## src/core/adcm_pkg.sv

```systemverilog
package adcm_pkg;

    // bus geometry
    localparam int AW     = 4;
    localparam int DW     = 24;
    localparam int RES_W  = 20;

    // register map, word offsets
    localparam logic [AW-1:0] ADDR_MODE    = 4'h0;
    localparam logic [AW-1:0] ADDR_CONFIG  = 4'h1;
    localparam logic [AW-1:0] ADDR_STATUS  = 4'h2;
    localparam logic [AW-1:0] ADDR_DATA    = 4'h3;
    localparam logic [1:0]    PAGE_OFFSET  = 2'h1;   // 0x4..0x6 offset coefficients
    localparam logic [1:0]    PAGE_FSCALE  = 2'h2;   // 0x8..0xa full-scale coefficients

    // field positions
    localparam int MODE_LSB  = 0;
    localparam int RATE_LSB  = 4;
    localparam int CHAN_LSB  = 0;
    localparam int GAIN_LSB  = 8;

    // reset values and field codes
    localparam logic [3:0]    RATE_RST       = 4'h1;
    localparam logic [3:0]    RATE_RESERVED  = 4'h0;
    localparam logic [2:0]    CHAN_RST       = 3'h0;
    localparam logic [2:0]    GAIN_RST       = 3'h7;
    localparam logic [2:0]    GAIN_UNITY     = 3'h0;
    localparam logic [2:0]    GAIN_MAX       = 3'h7;
    localparam logic [1:0]    CHAN_COUNT     = 2'h3;
    localparam logic [DW-1:0] COEF_RST       = 24'h000000;

    // conversion cycles per sequence
    localparam logic [2:0] CAL_SHORT     = 3'h2;
    localparam logic [2:0] CAL_LONG      = 3'h4;
    localparam logic [2:0] FIRST_PERIODS = 3'h2;
    localparam logic [2:0] NEXT_PERIODS  = 3'h1;

    // timebase: one half-millisecond tick
    localparam int CLOCK_PERIOD_NS = 20;
    localparam int HALF_MS_NS      = 500000;
    localparam int HALF_MS_CYCLES  = HALF_MS_NS / CLOCK_PERIOD_NS;
    localparam int PRESC_W         = 15;
    localparam int PER_W           = 9;

    typedef enum logic [2:0] {
        MODE_CONT   = 3'h0,
        MODE_SINGLE = 3'h1,
        MODE_IDLE   = 3'h2,
        MODE_PDOWN  = 3'h3,
        MODE_IZS    = 3'h4,
        MODE_IFS    = 3'h5,
        MODE_SZS    = 3'h6,
        MODE_SFS    = 3'h7
    } adcm_mode_t;

    typedef enum logic [1:0] {
        ST_RUN   = 2'b00,
        ST_CAL   = 2'b01,
        ST_HALT  = 2'b11,
        ST_PDOWN = 2'b10
    } adcm_state_t;

    // settling time in ms; output period in half-ms is the same figure
    function automatic logic [PER_W-1:0] settle_ms(input logic [3:0] rate);
        case (rate)
            4'h0: settle_ms = 9'h001;  // reserved, never loaded
            4'h1: settle_ms = 9'h004;  // 470 Hz
            4'h2: settle_ms = 9'h008;  // 242 Hz
            4'h3: settle_ms = 9'h010;  // 123 Hz
            4'h4: settle_ms = 9'h020;  // 62 Hz
            4'h5: settle_ms = 9'h028;  // 50 Hz
            4'h6: settle_ms = 9'h030;  // 39 Hz
            4'h7: settle_ms = 9'h03c;  // 33.2 Hz
            4'h8: settle_ms = 9'h065;  // 19.6 Hz
            4'h9: settle_ms = 9'h078;  // 16.7 Hz
            4'ha: settle_ms = 9'h078;  // 16.7 Hz, 50 and 60 Hz rejection
            4'hb: settle_ms = 9'h0a0;  // 12.5 Hz
            4'hc: settle_ms = 9'h0c8;  // 10 Hz
            4'hd: settle_ms = 9'h0f0;  // 8.33 Hz
            4'he: settle_ms = 9'h140;  // 6.25 Hz
            default: settle_ms = 9'h1e0;  // 4.17 Hz
        endcase
    endfunction

endpackage

```

## src/core/adcm_seq_if.sv

```systemverilog
`timescale 1ns/1ns
interface adcm_seq_if import adcm_pkg::*; ();
    logic          restart;
    logic          tick;
    logic          coef_we;
    logic          coef_fs;
    logic [2:0]    coef_chan;
    logic [DW-1:0] coef_wdata;
    logic [1:0]    read_chan;
    logic [DW-1:0] off_rd;
    logic [DW-1:0] fs_rd;

    modport ctrl  (output restart, coef_we, coef_fs, coef_chan, coef_wdata, read_chan,
                   input tick, off_rd, fs_rd);
    modport timer (input restart, output tick);
    modport store (input coef_we, coef_fs, coef_chan, coef_wdata, read_chan,
                   output off_rd, fs_rd);
endinterface

```

## src/core/adcm_rate_timer.sv

```systemverilog
`timescale 1ns/1ns
module adcm_rate_timer import adcm_pkg::*; #(
    parameter int unsigned HALF_MS_CYCLES_P = HALF_MS_CYCLES
) (
    input  wire logic       clock,
    input  wire logic       reset_n,
    input  wire logic       ce,
    input  wire logic [3:0] rate,
    adcm_seq_if.timer       seq
);
    logic [PRESC_W-1:0] presc_q;
    logic [PER_W-1:0]   per_q;
    logic               tick_q;
    wire                half_tick;
    wire                period_end;

    // period is half the settling time: settle_ms half-ms ticks
    assign half_tick  = presc_q == PRESC_W'(HALF_MS_CYCLES_P - 1);
    assign period_end = half_tick && (per_q == settle_ms(rate) - 9'h001);
    assign seq.tick   = tick_q;

    // restart clears both counters so a new sequence starts on a clean period
    always_ff @(posedge clock or negedge reset_n) begin
        if (!reset_n) begin
            presc_q <= '0;
            per_q   <= '0;
            tick_q  <= 1'b0;
        end else if (ce) begin
            presc_q <= (seq.restart || half_tick) ? '0 : presc_q + 1'b1;
            if (seq.restart || period_end) begin
                per_q <= '0;
            end else if (half_tick) begin
                per_q <= per_q + 1'b1;
            end
            tick_q  <= period_end && !seq.restart;
        end
    end
endmodule

```

## src/core/adcm_coef_store.sv

```systemverilog
`timescale 1ns/1ns
module adcm_coef_store import adcm_pkg::*; (
    input  wire logic clock,
    input  wire logic reset_n,
    input  wire logic ce,
    adcm_seq_if.store seq
);
    logic [DW-1:0] off_mem [3];
    logic [DW-1:0] fs_mem  [3];
    wire           chan_ok;
    wire           rd_ok;

    // channel codes above the last input are dropped, not aliased
    assign chan_ok    = seq.coef_chan < {1'b0, CHAN_COUNT};
    assign rd_ok      = seq.read_chan < CHAN_COUNT;
    assign seq.off_rd = rd_ok ? off_mem[seq.read_chan] : '0;
    assign seq.fs_rd  = rd_ok ? fs_mem[seq.read_chan] : '0;

    // zero-scale fills the offset slot, full-scale the gain slot
    always_ff @(posedge clock or negedge reset_n) begin
        if (!reset_n) begin
            for (int i = 0; i < 3; i++) begin
                off_mem[i] <= COEF_RST;
                fs_mem[i]  <= COEF_RST;
            end
        end else if (ce && seq.coef_we && chan_ok) begin
            if (seq.coef_fs) begin
                fs_mem[seq.coef_chan[1:0]] <= seq.coef_wdata;
            end else begin
                off_mem[seq.coef_chan[1:0]] <= seq.coef_wdata;
            end
        end
    end
endmodule

```

## src/core/adcm_mode_cal_ctrl.sv

```systemverilog
`timescale 1ns/1ns
module adcm_mode_cal_ctrl import adcm_pkg::*; #(
    parameter int unsigned HALF_MS_CYCLES_P = HALF_MS_CYCLES
) (
    input  wire logic             clock,
    input  wire logic             reset_n,
    input  wire logic             ce,
    input  wire logic [AW-1:0]    addr,
    input  wire logic [DW-1:0]    wr_data,
    input  wire logic             wr_en,
    input  wire logic             rd_en,
    output wire logic [DW-1:0]    rd_data,
    input  wire logic [RES_W-1:0] adc_result,
    output wire logic             conversion_ready_n,
    output wire logic             filter_reset,
    output wire logic             modulator_clock_en,
    output wire logic             analog_power_en,
    output wire logic             clock_output_en,
    output wire logic             input_short,
    output wire logic             fullscale_connect
);

    ////////////////////////////////////////////////////////////////////////////////
    // helpers

    function automatic adcm_state_t state_of(input adcm_mode_t m);
        unique case (m)
            MODE_CONT, MODE_SINGLE:              state_of = ST_RUN;
            MODE_IDLE:                           state_of = ST_HALT;
            MODE_PDOWN:                          state_of = ST_PDOWN;
            MODE_IZS, MODE_IFS, MODE_SZS, MODE_SFS: state_of = ST_CAL;
        endcase
    endfunction

    // internal full-scale needs extra cycles once the amplifier has gain
    function automatic logic [2:0] cal_len(input adcm_mode_t m, input logic [2:0] g);
        cal_len = (m == MODE_IFS && g != GAIN_UNITY) ? CAL_LONG : CAL_SHORT;
    endfunction

    ////////////////////////////////////////////////////////////////////////////////
    // state

    adcm_mode_t    mode_q;
    adcm_mode_t    mode_d;
    adcm_state_t   state_q;
    adcm_state_t   state_d;
    logic [3:0]    rate_q;
    logic [3:0]    rate_d;
    logic [2:0]    chan_q;
    logic [2:0]    chan_d;
    logic [2:0]    gain_q;
    logic [2:0]    gain_d;
    logic [2:0]    cyc_left_q;
    logic [2:0]    cyc_left_d;
    logic          ready_n_q;
    logic          ready_n_d;
    logic [RES_W-1:0] data_q;
    logic          cal_err_q;
    logic          cal_err_d;
    logic [DW-1:0] rd_data_q;
    logic          filter_reset_q;
    logic          modclk_q;
    logic          power_q;
    logic          clock_output_q;
    logic          short_q;
    logic          fsconn_q;

    adcm_seq_if seq ();

    ////////////////////////////////////////////////////////////////////////////////
    // bus decode

    wire           wr_mode;
    wire           wr_cfg;
    wire           rd_dat;
    wire           rd_off;
    wire           rd_fs;
    wire adcm_mode_t wr_code;
    wire [3:0]     wr_rate;
    wire           refuse;
    wire adcm_mode_t mode_wr_val;
    wire [DW-1:0]  status_word;
    wire [DW-1:0]  rd_mux;

    // strobes qualified by ce, since a frozen block must not absorb a write
    assign wr_mode     = ce && wr_en && addr == ADDR_MODE;
    assign wr_cfg      = ce && wr_en && addr == ADDR_CONFIG;
    assign rd_dat      = ce && rd_en && addr == ADDR_DATA;
    assign rd_off      = addr[3:2] == PAGE_OFFSET;
    assign rd_fs       = addr[3:2] == PAGE_FSCALE;
    assign wr_code     = adcm_mode_t'(wr_data[MODE_LSB +: 3]);
    assign wr_rate     = wr_data[RATE_LSB +: 4];

    // internal full-scale at top gain cannot be done; park in idle and flag it
    assign refuse      = wr_mode && wr_code == MODE_IFS && gain_q == GAIN_MAX;
    assign mode_wr_val = refuse ? MODE_IDLE : wr_code;

    // read mux; unmapped words read as zero
    assign status_word = {{(DW-7){1'b0}}, mode_q, state_q, cal_err_q, ready_n_q};
    assign rd_mux =
        (addr == ADDR_MODE)   ? {{(DW-8){1'b0}}, rate_q, 1'b0, mode_q} :
        (addr == ADDR_CONFIG) ? {{(DW-11){1'b0}}, gain_q, 5'h00, chan_q} :
        (addr == ADDR_STATUS) ? status_word :
        (addr == ADDR_DATA)   ? {{(DW-RES_W){1'b0}}, data_q} :
        rd_off                ? seq.off_rd :
        rd_fs                 ? seq.fs_rd : '0;
    assign seq.read_chan = addr[1:0];

    ////////////////////////////////////////////////////////////////////////////////
    // sequencing

    wire running;
    wire restart_req;
    wire last_tick;
    wire result_load;
    wire cal_done;

    // a mode or configuration write aborts whatever was in flight
    assign running     = state_q == ST_RUN || state_q == ST_CAL;
    assign restart_req = wr_mode || wr_cfg;
    assign last_tick   = ce && running && seq.tick && cyc_left_q == NEXT_PERIODS
                         && !restart_req;
    assign result_load = last_tick && state_q == ST_RUN;
    assign cal_done    = last_tick && state_q == ST_CAL;
    assign seq.restart = restart_req || !running;

    // coefficient lands in the slot of the channel in use
    assign seq.coef_we    = cal_done;
    assign seq.coef_fs    = mode_q[0];
    assign seq.coef_chan  = chan_q;
    assign seq.coef_wdata = {{(DW-RES_W){1'b0}}, adc_result};

    // mode register: software write wins, hardware steps to idle or power-down
    assign mode_d = wr_mode ? mode_wr_val :
                    cal_done ? MODE_IDLE :
                    (result_load && mode_q == MODE_SINGLE) ? MODE_PDOWN : mode_q;
    assign state_d = state_of(mode_d);
    assign rate_d  = (wr_mode && wr_rate != RATE_RESERVED) ? wr_rate : rate_q;
    assign chan_d  = wr_cfg ? wr_data[CHAN_LSB +: 3] : chan_q;
    assign gain_d  = wr_cfg ? wr_data[GAIN_LSB +: 3] : gain_q;

    // periods still to run in this sequence
    assign cyc_left_d =
        restart_req ? (mode_d[2] ? cal_len(mode_d, gain_d) : FIRST_PERIODS) :
        last_tick   ? NEXT_PERIODS :
        (ce && running && seq.tick) ? cyc_left_q - 3'h1 : cyc_left_q;

    // ready: a finished result or calibration beats a simultaneous data read
    assign ready_n_d = (result_load || cal_done) ? 1'b0 :
                       (wr_mode && mode_wr_val[2]) ? 1'b1 :
                       rd_dat ? 1'b1 : ready_n_q;
    assign cal_err_d = refuse ? 1'b1 : (wr_mode ? 1'b0 : cal_err_q);

    always_ff @(posedge clock or negedge reset_n) begin
        if (!reset_n) begin
            mode_q     <= MODE_CONT;
            state_q    <= ST_RUN;
            rate_q     <= RATE_RST;
            chan_q     <= CHAN_RST;
            gain_q     <= GAIN_RST;
            cyc_left_q <= FIRST_PERIODS;
        end else if (ce) begin
            mode_q     <= mode_d;
            state_q    <= state_d;
            rate_q     <= rate_d;
            chan_q     <= chan_d;
            gain_q     <= gain_d;
            cyc_left_q <= cyc_left_d;
        end
    end

    // flags and captured result
    always_ff @(posedge clock or negedge reset_n) begin
        if (!reset_n) begin
            ready_n_q <= 1'b1;
            cal_err_q <= 1'b0;
            data_q    <= '0;
        end else if (ce) begin
            ready_n_q <= ready_n_d;
            cal_err_q <= cal_err_d;
            if (result_load) begin
                data_q <= adc_result;
            end
        end
    end

    // read data stands only in the cycle after the strobe
    always_ff @(posedge clock or negedge reset_n) begin
        if (!reset_n) begin
            rd_data_q <= '0;
        end else if (ce) begin
            rd_data_q <= rd_en ? rd_mux : '0;
        end
    end

    ////////////////////////////////////////////////////////////////////////////////
    // analog controls, registered from the next state so they track state_q

    always_ff @(posedge clock or negedge reset_n) begin
        if (!reset_n) begin
            filter_reset_q <= 1'b0;
            modclk_q       <= 1'b1;
            power_q        <= 1'b1;
            clock_output_q       <= 1'b1;
            short_q        <= 1'b0;
            fsconn_q       <= 1'b0;
        end else if (ce) begin
            filter_reset_q <= state_d == ST_HALT || state_d == ST_PDOWN;
            modclk_q       <= state_d != ST_PDOWN;
            power_q        <= state_d != ST_PDOWN;
            clock_output_q       <= state_d != ST_PDOWN;
            short_q        <= state_d == ST_CAL && mode_d == MODE_IZS;
            fsconn_q       <= state_d == ST_CAL && mode_d == MODE_IFS;
        end
    end

    assign rd_data            = rd_data_q;
    assign conversion_ready_n = ready_n_q;
    assign filter_reset       = filter_reset_q;
    assign modulator_clock_en = modclk_q;
    assign analog_power_en    = power_q;
    assign clock_output_en    = clock_output_q;
    assign input_short        = short_q;
    assign fullscale_connect  = fsconn_q;

    ////////////////////////////////////////////////////////////////////////////////
    // submodules

    adcm_rate_timer #(
        .HALF_MS_CYCLES_P (HALF_MS_CYCLES_P)
    ) u_timer (
        .clock   (clock),
        .reset_n (reset_n),
        .ce      (ce),
        .rate    (rate_q),
        .seq     (seq.timer)
    );

    adcm_coef_store u_store (
        .clock   (clock),
        .reset_n (reset_n),
        .ce      (ce),
        .seq     (seq.store)
    );

    ////////////////////////////////////////////////////////////////////////////////
    // checks; helper counts period ticks since the last restart

    logic [3:0] ticks_q;
    logic       first_q;

    always_ff @(posedge clock or negedge reset_n) begin
        if (!reset_n) begin
            ticks_q <= 4'h0;
            first_q <= 1'b1;
        end else if (ce) begin
            if (restart_req) begin
                ticks_q <= 4'h0;
            end else if (running && seq.tick && ticks_q != 4'hf) begin
                ticks_q <= ticks_q + 4'h1;
            end
            first_q <= restart_req ? 1'b1 : (result_load ? 1'b0 : first_q);
        end
    end
endmodule

```

## config.mk

```make
export PLATFORM = sky130hd
export DESIGN_NAME = adcm_mode_cal_ctrl
export DESIGN_NICKNAME = d
export VERILOG_FILES = /design/src/core/adcm_pkg.sv /design/src/core/adcm_seq_if.sv /design/src/core/adcm_rate_timer.sv /design/src/core/adcm_coef_store.sv /design/src/core/adcm_mode_cal_ctrl.sv
export SDC_FILE = /design/constraint.sdc
export NUM_CORES = 1
export LEC_CHECK = 0
export BUFFER_PORTS_ARGS = -buffer_cell sky130_fd_sc_hd__buf_2
export CAP_MARGIN = 25
export CORE_MARGIN = 2
export CORE_UTILIZATION = 25
export CTS_BUF_LIST = sky130_fd_sc_hd__clkbuf_8 sky130_fd_sc_hd__clkbuf_16
export DETAILED_ROUTE_END_ITERATION = 10
export PLACE_DENSITY_LB_ADDON = 0.15
export SETUP_SLACK_MARGIN = 0.5
export SYNTH_ARGS = -nofsm -noshare
export SYNTH_HDL_FRONTEND = slang
export SYNTH_SLANG_ARGS = --single-unit
export TNS_END_PERCENT = 10
```

## constraint.sdc

```tcl
create_clock -name clock -period 2.7 [get_ports clock]
set_input_delay 0.135 -clock clock [delete_from_list [all_inputs] [get_ports clock]]
set_output_delay 0.135 -clock clock [all_outputs]
set_load 0.05 [all_outputs]
```

==> results of run 1 <==
[cell families after synthesis]
logic type               synth area share
other                           0.0003661
AO/OA/AOI/OAI                      0.1295
adder cells (fa/ha/maj)           0.01221
multiplexers                       0.1971
buffers and inverters             0.04556
flip-flops                         0.5090
XOR/XNOR                          0.01625
AND/OR/NAND/NOR                   0.09002
[power breakdown]
| part | leakage (nW) | internal (W) | switching (W) |
|---|---|---|---|
| registers | 2.84 | 0.00323 | 0.000141 |
| clock network | 0.418 | 0.00191 | 0.00134 |
| logic | 2.62 | 0.000478 | 0.000762 |
[placed cells by master, fill, tap and decap left out, drive strengths merged, types with 3 or more instances in the layout]
cell type,count
nand2,46
clkbuf,31
nor2,48
nor3b,4
mux2,146
ha,10
o2111ai,3
xor2,8
dfrtp,201
o32ai,7
a211oi,6
nand3,26
nand3b,3
a21oi,42
o221ai,4
inv,60
o22ai,40
nor3,12
nor4,3
nor2b,10
o21bai,3
buf,124
a31oi,12
clkinv,8
o21a,5
xnor2,11
o21ai,29
conb,4
o31ai,5
dlygate4sd3,33
a22oi,26
nand4,7
a22o,5
dfstp,7
mux2i,33
and3,6
or3,4
nand2b,8
[final cells by class]
| cell class | count | area share |
|---|---|---|
| inverter | 55 | 0.01631 |
| clock inverter | 15 | 0.007423 |
| clock buffer | 30 | 0.05421 |
| multi-input combinational | 596 | 0.3692 |
| tap | 532 | 0.05196 |
| timing repair buffer | 158 | 0.09377 |
| sequential | 208 | 0.4071 |
[what timing repair did]
item                                    4_1_cts  5_1_grt
hold buffers                                 33        0
gates resized for setup                      12       11
endpoints found under the setup margin      112      113
buffers inserted                              7        1
hold endpoints to repair                    198        0
cloned                                        1        0
pin swaps                                     3       12
[through the flow]
stage | total power [W] | setup slack, ns | setup TNS [ns]
after floorplan | 0.004081 | 0.2211 | 0
after global placement | 0.004539 | 0.03288 | 0
after detailed placement | 0.004535 | 0.0008962 | 0
after CTS | 0.007931 | 0.01373 | 0
after global routing | 0.008259 | -0.1246 | -0.8337
final | 0.007857 | 0.03927 | 0
[per-layer routing]
| metal | vias to the layer above | routed length (um) | global-route usage |
|---|---|---|---|
| met5 | - | 0 | 0 |
| met4 | 0 | 509 | 0.02934 |
| met3 | 30 | 1044 | 0.01766 |
| met2 | 144 | 14000 | 0.2317 |
| met1 | 3887 | 15630 | 0.2202 |
| li1 | 3568 | - | - |
[worst paths after layout]
| check | from | to | slack (ns) |
|---|---|---|---|
| worst min register to register | u_store.off_mem[6]$_DFFE_PN0P_ | u_store.off_mem[6]$_DFFE_PN0P_ | 0.49 |
| worst max register to register | rate_q[0]$_DFFE_PN1P_ | u_timer.per_q[4]$_DFFE_PN0P_ | 0.04 |
| min in group asynchronous | reset_n | u_timer.presc_q[13]$_DFFE_PN0P_ | 0.13 |
| worst max-delay path | rate_q[0]$_DFFE_PN1P_ | u_timer.per_q[4]$_DFFE_PN0P_ | 0.04 |
| worst min-delay path | adc_result[9] | u_store.fs_mem[33]$_DFFE_PN0P_ | 0.002 |
| max in group asynchronous | reset_n | u_store.fs_mem[18]$_DFFE_PN0P_ | 1.70 |
[registers in the layout, indices dropped and copies added (netlist names), 2 cells and up]
| name | flops |
|---|---|
| u_store.off_mem | 60 |
| u_timer.presc_q | 15 |
| mode_q | 3 |
| u_store.fs_mem | 60 |
| gain_q | 3 |
| rate_q | 4 |
| u_timer.per_q | 9 |
| chan_q | 3 |
| state_q | 2 |
| rd_data | 20 |
| cyc_left_q | 3 |
| data_q | 20 |
==> results.py, run 1 <==
metrics = {
    "status": {
        "run_status": "finished clean",
    },
    "clocking": {
        "cts_tree": "built",
        "path_clk_slew_ns": 0.06,
        "clk_path_buf_depth": 3,
        "htree_levels": 1,
        "cts_made_buffers": 25,
        "cts-root-buf": "clkbuf_16",
        "cts_num_sinks": 208,
        "worst_skew_pair.late_latency_ns": 0.52,
    },
    "logic_synthesis": {
        "synth.most_common_cell": "dfrtp_1",
        "synth_top_area_cell": "dfrtp_1",
        "synth_area_per_cell_um2": 11.28,
        "synth_ff_type": "dfrtp_1",
        "ys_top_cells_by_count": "201 x dfrtp_1, 135 x mux2_2, 54 x inv_1",
        "synth-seq-area-share": 0.5090,
        "synth-edff-count": 0,
        "ys_warn_count": 0,
        "synth_cell_types": 66,
        "synth-seq-cells": 208,
        "synthArstFlopShare": 1.000,
        "synthCells": 908,
        "syn_area_um2": 10240,
        "yosysTopAreaCellShare": 0.4910,
        "synth.area.top_cells": "dfrtp_1 49%, mux2_2 15%, mux2i_1 3.2%",
    },
    "cells_and_area": {
        "layout.area.seq_um2": 5215,
        "stdcell_count": 1594,
        "drive_gt1_frac": 0.3202,
        "n_antenna_cell": 0,
        "synthToLayoutAreaGrowth_pct": 25.05,
        "postLayoutCoreUtil": 0.3152,
        "fillers": 4167,
        "fin_nets": 1107,
        "multi_input_area_um2": 4730,
        "post-route-cell-area_um2": 12810,
    },
    "timing": {
        "period_share": 0.9855,
        "maxClockFrequency_ghz": 0.3758,
        "finalHoldViolations": 0,
        "finalClockSkew_ns": 0.01324,
        "drv_slew": 0,
        "maxSlewHeadroom": 0.4095,
        "fin_crit_ns": 2.661,
        "whs_ns": 0.001867,
        "worst_slew_pin_slew_ns": 0.8825,
        "setup_viol_count_final": 0,
        "grt_setup_unrepaired": "yes",
    },
    "drt": {
        "first_iter_violations": 504,
        "via_per_inst": 4.786,
        "vias": 7629,
        "remaining_drc_errors": 0,
        "wirelength_mm": 31.19,
        "ant_nets": 0,
        "first_pass_iters": 5,
        "wl_per_cell_um": 19.57,
    },
    "setup_path": {
        "critPathKind": "register to register",
        "path_delay_family": "compound AO/OA/AOI/OAI gates",
        "r2r_cells": 12,
        "worstPathArrival_ns": 3.06,
        "path_cells": "inv_4 -> ha_4 -> mux2i_1 -> nor2_1 -> a31oi_1 -> ha_1 -> xnor2_1 -> a211oi_2 -> o211a_1 -> o2111ai_4 -> a31oi_1 -> o22ai_1",
        "crit_path_frequent_cell": "a31oi_1",
        "endpoint_kind": "register",
        "crit_path_max_incr_delay_ns": 0.59,
        "cp_max_fo": 5,
        "start_kind": "register",
        "critPathRequiredTime_ns": 3.10,
        "path_buf_inv": 1,
        "cp_num_cells": 12,
        "cp_slowest_cell": "dfstp_2",
    },
    "floorplanning": {
        "die_area_um2": 42610,
        "die_h_um": 206.4,
        "die_w_um": 206.4,
        "rows": 74,
        "core_area_um2": 40650,
        "io_pins": 84,
        "start_util": 0.2520,
    },
    "global_routing": {
        "overflow": 0,
        "grt_usage": 0.1485,
        "grt_pass1_vias": 7710,
        "grt_start_max_net_pins": 83,
        "grt_pass1_wl_mm": 48.40,
        "grt_antenna_before_repair": 0,
    },
    "power_and_ir_drop": {
        "leakage_nw": 5.879,
        "peakVddDrop_v": 0.0003271,
        "power_density_nw_per_um2": 613.4,
    },
    "min_path": {
        "worstHoldPathCells": 2,
        "hold_path.class": "primary input to register",
    },
    "placement": {
        "gp_congestion": 0.7571,
        "placed_area_um2": 11510,
        "portBuffers": 65,
        "dp_cells": 1507,
        "hpwl_mm": 20.74,
    },
    "job": {
        "maxCapViolCount": 0,
    },
}
No activity file was read; power rests on OpenSTA's default activity.
==> run 2: changes to the inputs <==
- CORE_ASPECT_RATIO: unset -> 0.6
==> run 2 against run 1 <==
Global-route usage is 0.30 points higher; largest power group unchanged; the flow now finishes with violations (negative setup slack); first-iteration DRC count is 22% lower; combinational power hardly changed; via count is 0.29% higher; highest routed layer unchanged; fmax is 1.5% lower; routed wire length is 4.2% higher; clock-buffer cell count is 2 lower; non-clock buffer count is 3 higher; register-to-register slack worse by 0.04 ns; total power is 0.35% lower; clock skew is 0.0076 ns higher; core utilization is 1.3 points higher.
==> results.py, run 2 (synthesized netlist as in run 1, its figures left out) <==
metrics = {
    "status": {
        "run_status": "finished, violations left",
        "violations": "negative setup slack",
    },
    "setup_path": {
        "endpoint_kind": "register",
        "critPathRequiredTime_ns": 3.10,
        "critPathKind": "register to register",
        "r2r_cells": 12,
        "crit_path_frequent_cell": "a31oi_1",
        "worstPathArrival_ns": 3.11,
        "path_buf_inv": 1,
        "path_delay_family": "compound AO/OA/AOI/OAI gates",
        "reg2reg_to": "u_timer.per_q[8]$_DFFE_PN0P_",
        "r2r_start": "rate_q[0]$_DFFE_PN1P_",
        "cp_max_fo": 5,
        "crit_path_max_incr_delay_ns": 0.55,
        "cp_num_cells": 12,
        "path_cells": "inv_2 -> ha_4 -> mux2i_1 -> nor2_1 -> a31oi_1 -> ha_2 -> xnor2_1 -> a211oi_2 -> o211a_1 -> o2111ai_4 -> a31oi_1 -> o22ai_1",
        "start_kind": "register",
        "r2r_slack_ns": -0.002,
        "cp_slowest_cell": "dfstp_2",
    },
    "timing": {
        "grt_setup_unrepaired": "yes",
        "drv_slew": 0,
        "setup_slack_ns": -0.002355,
        "maxSlewHeadroom": 0.4477,
        "maxClockFrequency_ghz": 0.3700,
        "tns_ns": -0.002355,
        "period_share": 1.001,
        "fin_crit_ns": 2.702,
        "setup_viol_count_final": 1,
        "worst_slew_pin_slew_ns": 0.8254,
        "finalHoldViolations": 0,
        "whs_ns": 0.01707,
        "finalClockSkew_ns": 0.02080,
    },
    "drt": {
        "wl_per_cell_um": 20.41,
        "first_pass_iters": 5,
        "remaining_drc_errors": 0,
        "ant_nets": 0,
        "wirelength_mm": 32.50,
        "via_per_inst": 4.806,
        "vias": 7651,
        "first_iter_violations": 395,
    },
    "floorplanning": {
        "die_h_um": 160.8,
        "io_pins": 84,
        "rows": 57,
        "die_area_um2": 42660,
        "die_w_um": 265.3,
        "core_area_um2": 40440,
        "start_util": 0.2533,
    },
    "placement": {
        "gp_congestion": 0.7785,
        "hpwl_mm": 21.88,
        "portBuffers": 65,
    },
    "min_path": {
        "worstHoldPathCells": 3,
        "whs_endpoint": "rd_data[15]$_DFFE_PN0P_",
        "hold_path.class": "primary input to register",
        "hp-start": "rd_en",
    },
    "global_routing": {
        "grt_pass1_vias": 7691,
        "grt_pass1_wl_mm": 49.56,
        "overflow": 0,
        "grt_antenna_before_repair": 0,
        "grt_usage": 0.1515,
        "grt_start_max_net_pins": 60,
    },
    "cells_and_area": {
        "final_common_cell": "dfrtp_1",
        "reg.largest.list": "u_store.fs_mem: 60 flops, u_store.off_mem: 60 flops",
        "drive_gt1_frac": 0.3318,
        "final_cell_mix": "199 x dfrtp_1, 99 x mux2_4, 64 x buf_2",
        "synthToLayoutAreaGrowth_pct": 29.46,
        "n_antenna_cell": 0,
        "fin_nets": 1108,
    },
    "power_and_ir_drop": {
        "power_density_nw_per_um2": 590.4,
        "leakage_nw": 6.134,
        "peakVddDrop_v": 0.0004041,
    },
    "clocking": {
        "cts_made_buffers": 23,
        "cts_num_sinks": 208,
        "clk_path_buf_depth": 3,
        "worst_skew_pair.late_latency_ns": 0.55,
        "cts_tree": "built",
        "path_clk_slew_ns": 0.06,
        "htree_levels": 1,
        "cts-root-buf": "clkbuf_16",
    },
    "job": {
        "maxCapViolCount": 0,
    },
}
-- run 2: cell types whose count changed in the layout (fill, tap and decap cells not counted), sizes merged --
| cell | change |
|---|---|
| clkbuf | -3 |
| clkinv | -3 |
| inv | +1 |
| buf | +2 |
| dlygate4sd3 | +2 |
-- run 2: stage by stage --
step | setup slack, ns | cells | total power [W] | utilization | instance area [um^2]
after floorplan | 0.2211 | 911 | 0.004081 | - | 10300
after global placement | 0.01185 | 1506 | 0.004551 | 0.2858 | 11560
after detailed placement | -0.08046 | 1506 | 0.004548 | 0.2858 | 11560
after CTS | 0.006877 | 1590 | 0.007911 | 0.3167 | 12810
after global routing | -0.2045 | 1592 | 0.008218 | 0.3280 | 13260
final | -0.002355 | 1592 | 0.007830 | 0.3280 | 13260
-- run 2: worst max-delay path by stage --
stage / start / endpoint
floorplan: rate_q[0]$_DFFE_PN1P_ / u_timer.per_q[3]$_DFFE_PN0P_
global placement: rate_q[0]$_DFFE_PN1P_ / u_timer.per_q[4]$_DFFE_PN0P_
detailed placement: rate_q[0]$_DFFE_PN1P_ / u_timer.per_q[5]$_DFFE_PN0P_
CTS: rate_q[0]$_DFFE_PN1P_ / u_timer.per_q[8]$_DFFE_PN0P_
global route: rate_q[0]$_DFFE_PN1P_ / u_timer.per_q[6]$_DFFE_PN0P_
finish: rate_q[0]$_DFFE_PN1P_ / u_timer.per_q[8]$_DFFE_PN0P_
-- run 2: final cells by class --
cell class                 count  area (um^2)
clock inverter                13        100.1
tap                          531        664.4
clock buffer                  28        644.4
inverter                      55        206.4
fill                        4102        27180
timing repair buffer         161         1291
sequential                   208         5216
multi-input combinational    596         5139
-- run 2: per-layer routing --
| metal | up-vias | global-route usage | part of all wire |
|---|---|---|---|
| met5 | - | 0 | 0 |
| met4 | 0 | 0.02388 | 0.013 |
| met3 | 30 | 0.02453 | 0.036 |
| met2 | 132 | 0.2075 | 0.39 |
| met1 | 3925 | 0.2472 | 0.56 |
| li1 | 3564 | - | - |
-- run 2: worst register-to-register path, cell delays in order (launching register included) --
cell,delay (ns)
dfstp_2,0.55
inv_2,0.06
ha_4,0.15
mux2i_1,0.12
nor2_1,0.05
a31oi_1,0.20
ha_2,0.31
xnor2_1,0.13
a211oi_2,0.16
o211a_1,0.28
o2111ai_4,0.21
a31oi_1,0.23
o22ai_1,0.11
-- run 2: power by group --
part	total, W	internal (W)	switching, W
logic	0.00127	0.000490	0.000782
clock network	0.00317	0.00179	0.00138
registers	0.00339	0.00323	0.000156
-- run 2: what timing repair did --
action,CTS,global route
hold buffers,35,0
setup endpoints to repair,127,130
endpoints found under the hold margin,358,0
cloned,1,0
buffers inserted,7,2
pin swaps,12,11
gates resized for setup,17,116
==> run 3: changes to the inputs <==
- PLACE_DENSITY: unset -> 0.41
- PLACE_DENSITY_LB_ADDON: 0.15 -> unset
- clock period: 2.7 -> 2.3 ns (I/O delays scaled with it)
==> run 3 against run 2 <==
Critical endpoint is now u_timer.per_q[4]$_DFFE_PN0P_; non-clock buffer count grew 57; highest routed layer unchanged; the run still ends with negative setup slack left; first-iteration DRC count grew 40%; total power grew 25%; routed wire length grew 0.25%; worst hold slack gained 0.019 ns; cell count grew 3.5%; via count grew 1.6%; register-to-register slack lost 0.36 ns; fmax grew 1.5%.
==> results.py, run 3 (synthesized netlist as in run 1, its figures left out) <==
metrics = {
    "placement": {
        "placed_area_um2": 12050,
        "dp_cells": 1559,
        "hpwl_mm": 22.09,
        "gp_congestion": 0.7774,
        "portBuffers": 65,
    },
    "drt": {
        "remaining_drc_errors": 0,
        "via_per_inst": 4.718,
        "wl_per_cell_um": 19.77,
        "wirelength_mm": 32.58,
        "ant_nets": 0,
        "vias": 7776,
        "first_iter_violations": 554,
        "first_pass_iters": 5,
    },
    "clocking": {
        "htree_levels": 1,
        "worst_skew_pair.late_latency_ns": 0.54,
        "cts-root-buf": "clkbuf_16",
        "path_clk_slew_ns": 0.07,
        "cts_made_buffers": 22,
        "cts_tree": "built",
        "clk_path_buf_depth": 3,
        "cts_num_sinks": 208,
    },
    "setup_path": {
        "r2r_slack_ns": -0.36,
        "crit_path_frequent_cell": "buf_4",
        "reg2reg_to": "u_timer.per_q[4]$_DFFE_PN0P_",
        "cp_slowest_cell": "mux4_2",
        "crit_start": "rate_q[0]$_DFFE_PN1P_",
        "path_cells": "buf_4 -> ha_1 -> buf_4 -> mux4_2 -> a21oi_1 -> o211a_1 -> o2111ai_4 -> a31oi_1 -> o22ai_1",
        "r2r_cells": 9,
        "crit_path_max_incr_delay_ns": 0.50,
        "critPathKind": "register to register",
        "endpoint_kind": "register",
        "start_kind": "register",
        "cp_max_fo": 5,
        "r2r_start": "rate_q[0]$_DFFE_PN1P_",
        "critPathRequiredTime_ns": 2.70,
        "worstPathArrival_ns": 3.07,
        "cp-endpoint": "u_timer.per_q[4]$_DFFE_PN0P_",
    },
    "floorplanning": {
        "rows": 57,
        "die_area_um2": 42660,
        "core_area_um2": 40440,
        "io_pins": 84,
        "start_util": 0.2533,
        "die_h_um": 160.8,
        "die_w_um": 265.3,
    },
    "global_routing": {
        "grt_antenna_before_repair": 0,
        "overflow": 0,
        "grt_start_max_net_pins": 60,
        "met3_usage": 0.02653,
        "grt_pass1_vias": 7780,
        "grt_usage": 0.1531,
        "use_met1": 0.2454,
        "use_met2": 0.2149,
        "grt_busiest_layer": "met1",
        "grt_pass1_wl_mm": 50.05,
    },
    "cells_and_area": {
        "fin_nets": 1164,
        "final_cell_mix": "200 x dfrtp_1, 88 x mux2_2, 85 x buf_4",
        "n_antenna_cell": 0,
        "drive_gt1_frac": 0.3617,
        "reg.largest.list": "u_store.fs_mem: 60 flops, u_store.off_mem: 60 flops",
        "stdcell_count": 1648,
        "post-route-cell-area_um2": 13750,
        "final_common_cell": "dfrtp_1",
        "synthToLayoutAreaGrowth_pct": 34.21,
    },
    "power_and_ir_drop": {
        "peakVddDrop_v": 0.0004440,
        "leakage_nw": 6.302,
        "power_density_nw_per_um2": 711.4,
        "total_power_w": 0.009780,
    },
    "status": {
        "run_status": "finished, violations left",
        "violations": "negative setup slack",
    },
    "timing": {
        "drv_slew": 0,
        "grt_setup_unrepaired": "yes",
        "maxSlewHeadroom": 0.5615,
        "whs_ns": 0.03652,
        "setup_viol_count_final": 53,
        "setup_slack_ns": -0.3632,
        "finalHoldViolations": 0,
        "worst_slew_pin_slew_ns": 0.6527,
        "fin_crit_ns": 2.663,
        "maxClockFrequency_ghz": 0.3755,
        "finalClockSkew_ns": 0.02014,
        "period_share": 1.158,
    },
    "job": {
        "maxCapViolCount": 0,
    },
    "min_path": {
        "hold_path.class": "primary input to register",
    },
}
-- run 3: worst min-delay path by stage --
stage	startpoint	endpoint	slack (ns)	cells past startpoint
floorplan	reset_n	cal_err_q$_DFFE_PN0P_	-0.18	0
global placement	reset_n	u_timer.presc_q[9]$_DFFE_PN0P_	0.10	1
detailed placement	reset_n	u_timer.presc_q[9]$_DFFE_PN0P_	0.11	1
CTS	ce	clock_output_en$_DFFE_PN1P_	0.02	3
global route	ce	clock_output_en$_DFFE_PN1P_	0.03	3
finish	ce	clock_output_en$_DFFE_PN1P_	0.04	3
-- run 3: final cells by class --
type	instances	area, um^2
multi-input combinational	596	4960
inverter	55	209.0
fill	4082	26690
sequential	208	5215
clock buffer	25	591.8
timing repair buffer	218	1866
tap	531	664.4
clock inverter	15	242.7
-- run 3: where the power goes --
group	internal, W	switching, W
logic	0.000703	0.000978
clock network	0.00253	0.00164
registers	0.00379	0.000138
total	0.00703	0.00275
-- run 3: what timing repair did --
item / in CTS / in global routing
hold buffers: 37 / 0
pin swaps: 21 / 11
cloned: 3 / 1
setup endpoints to repair: 171 / 176
endpoints found under the hold margin: 295 / 0
setup buffers: 6 / 2
gates resized for setup: 55 / 36
-- run 3: routing by layer --
| metal | wire length, um | share of wire |
|---|---|---|
| met5 | 0 | 0 |
| met4 | 397 | 0.012 |
| met3 | 1155 | 0.035 |
| met2 | 13380 | 0.41 |
| met1 | 17650 | 0.54 |
-- run 3: worst max-delay path, delay by kind of cell, from the launching register on --
kind | cells | cell delay, ns
compound gates | 5 | 1.16
mux | 1 | 0.50
fa+ha+maj | 1 | 0.20
flops | 1 | 0.39
buf+inv | 2 | 0.29
-- run 3: through the flow --
step           TNS, ns    util  setup WS (ns)
3_5_place_dp    -8.025  0.2979        -0.4034
4_1_cts         -8.009  0.3361        -0.3572
2_1_floorplan   -1.374       -        -0.1789
6_report        -5.793  0.3400        -0.3632
5_1_grt         -13.32  0.3400        -0.5246
3_3_place_gp    -8.076  0.2979        -0.3681
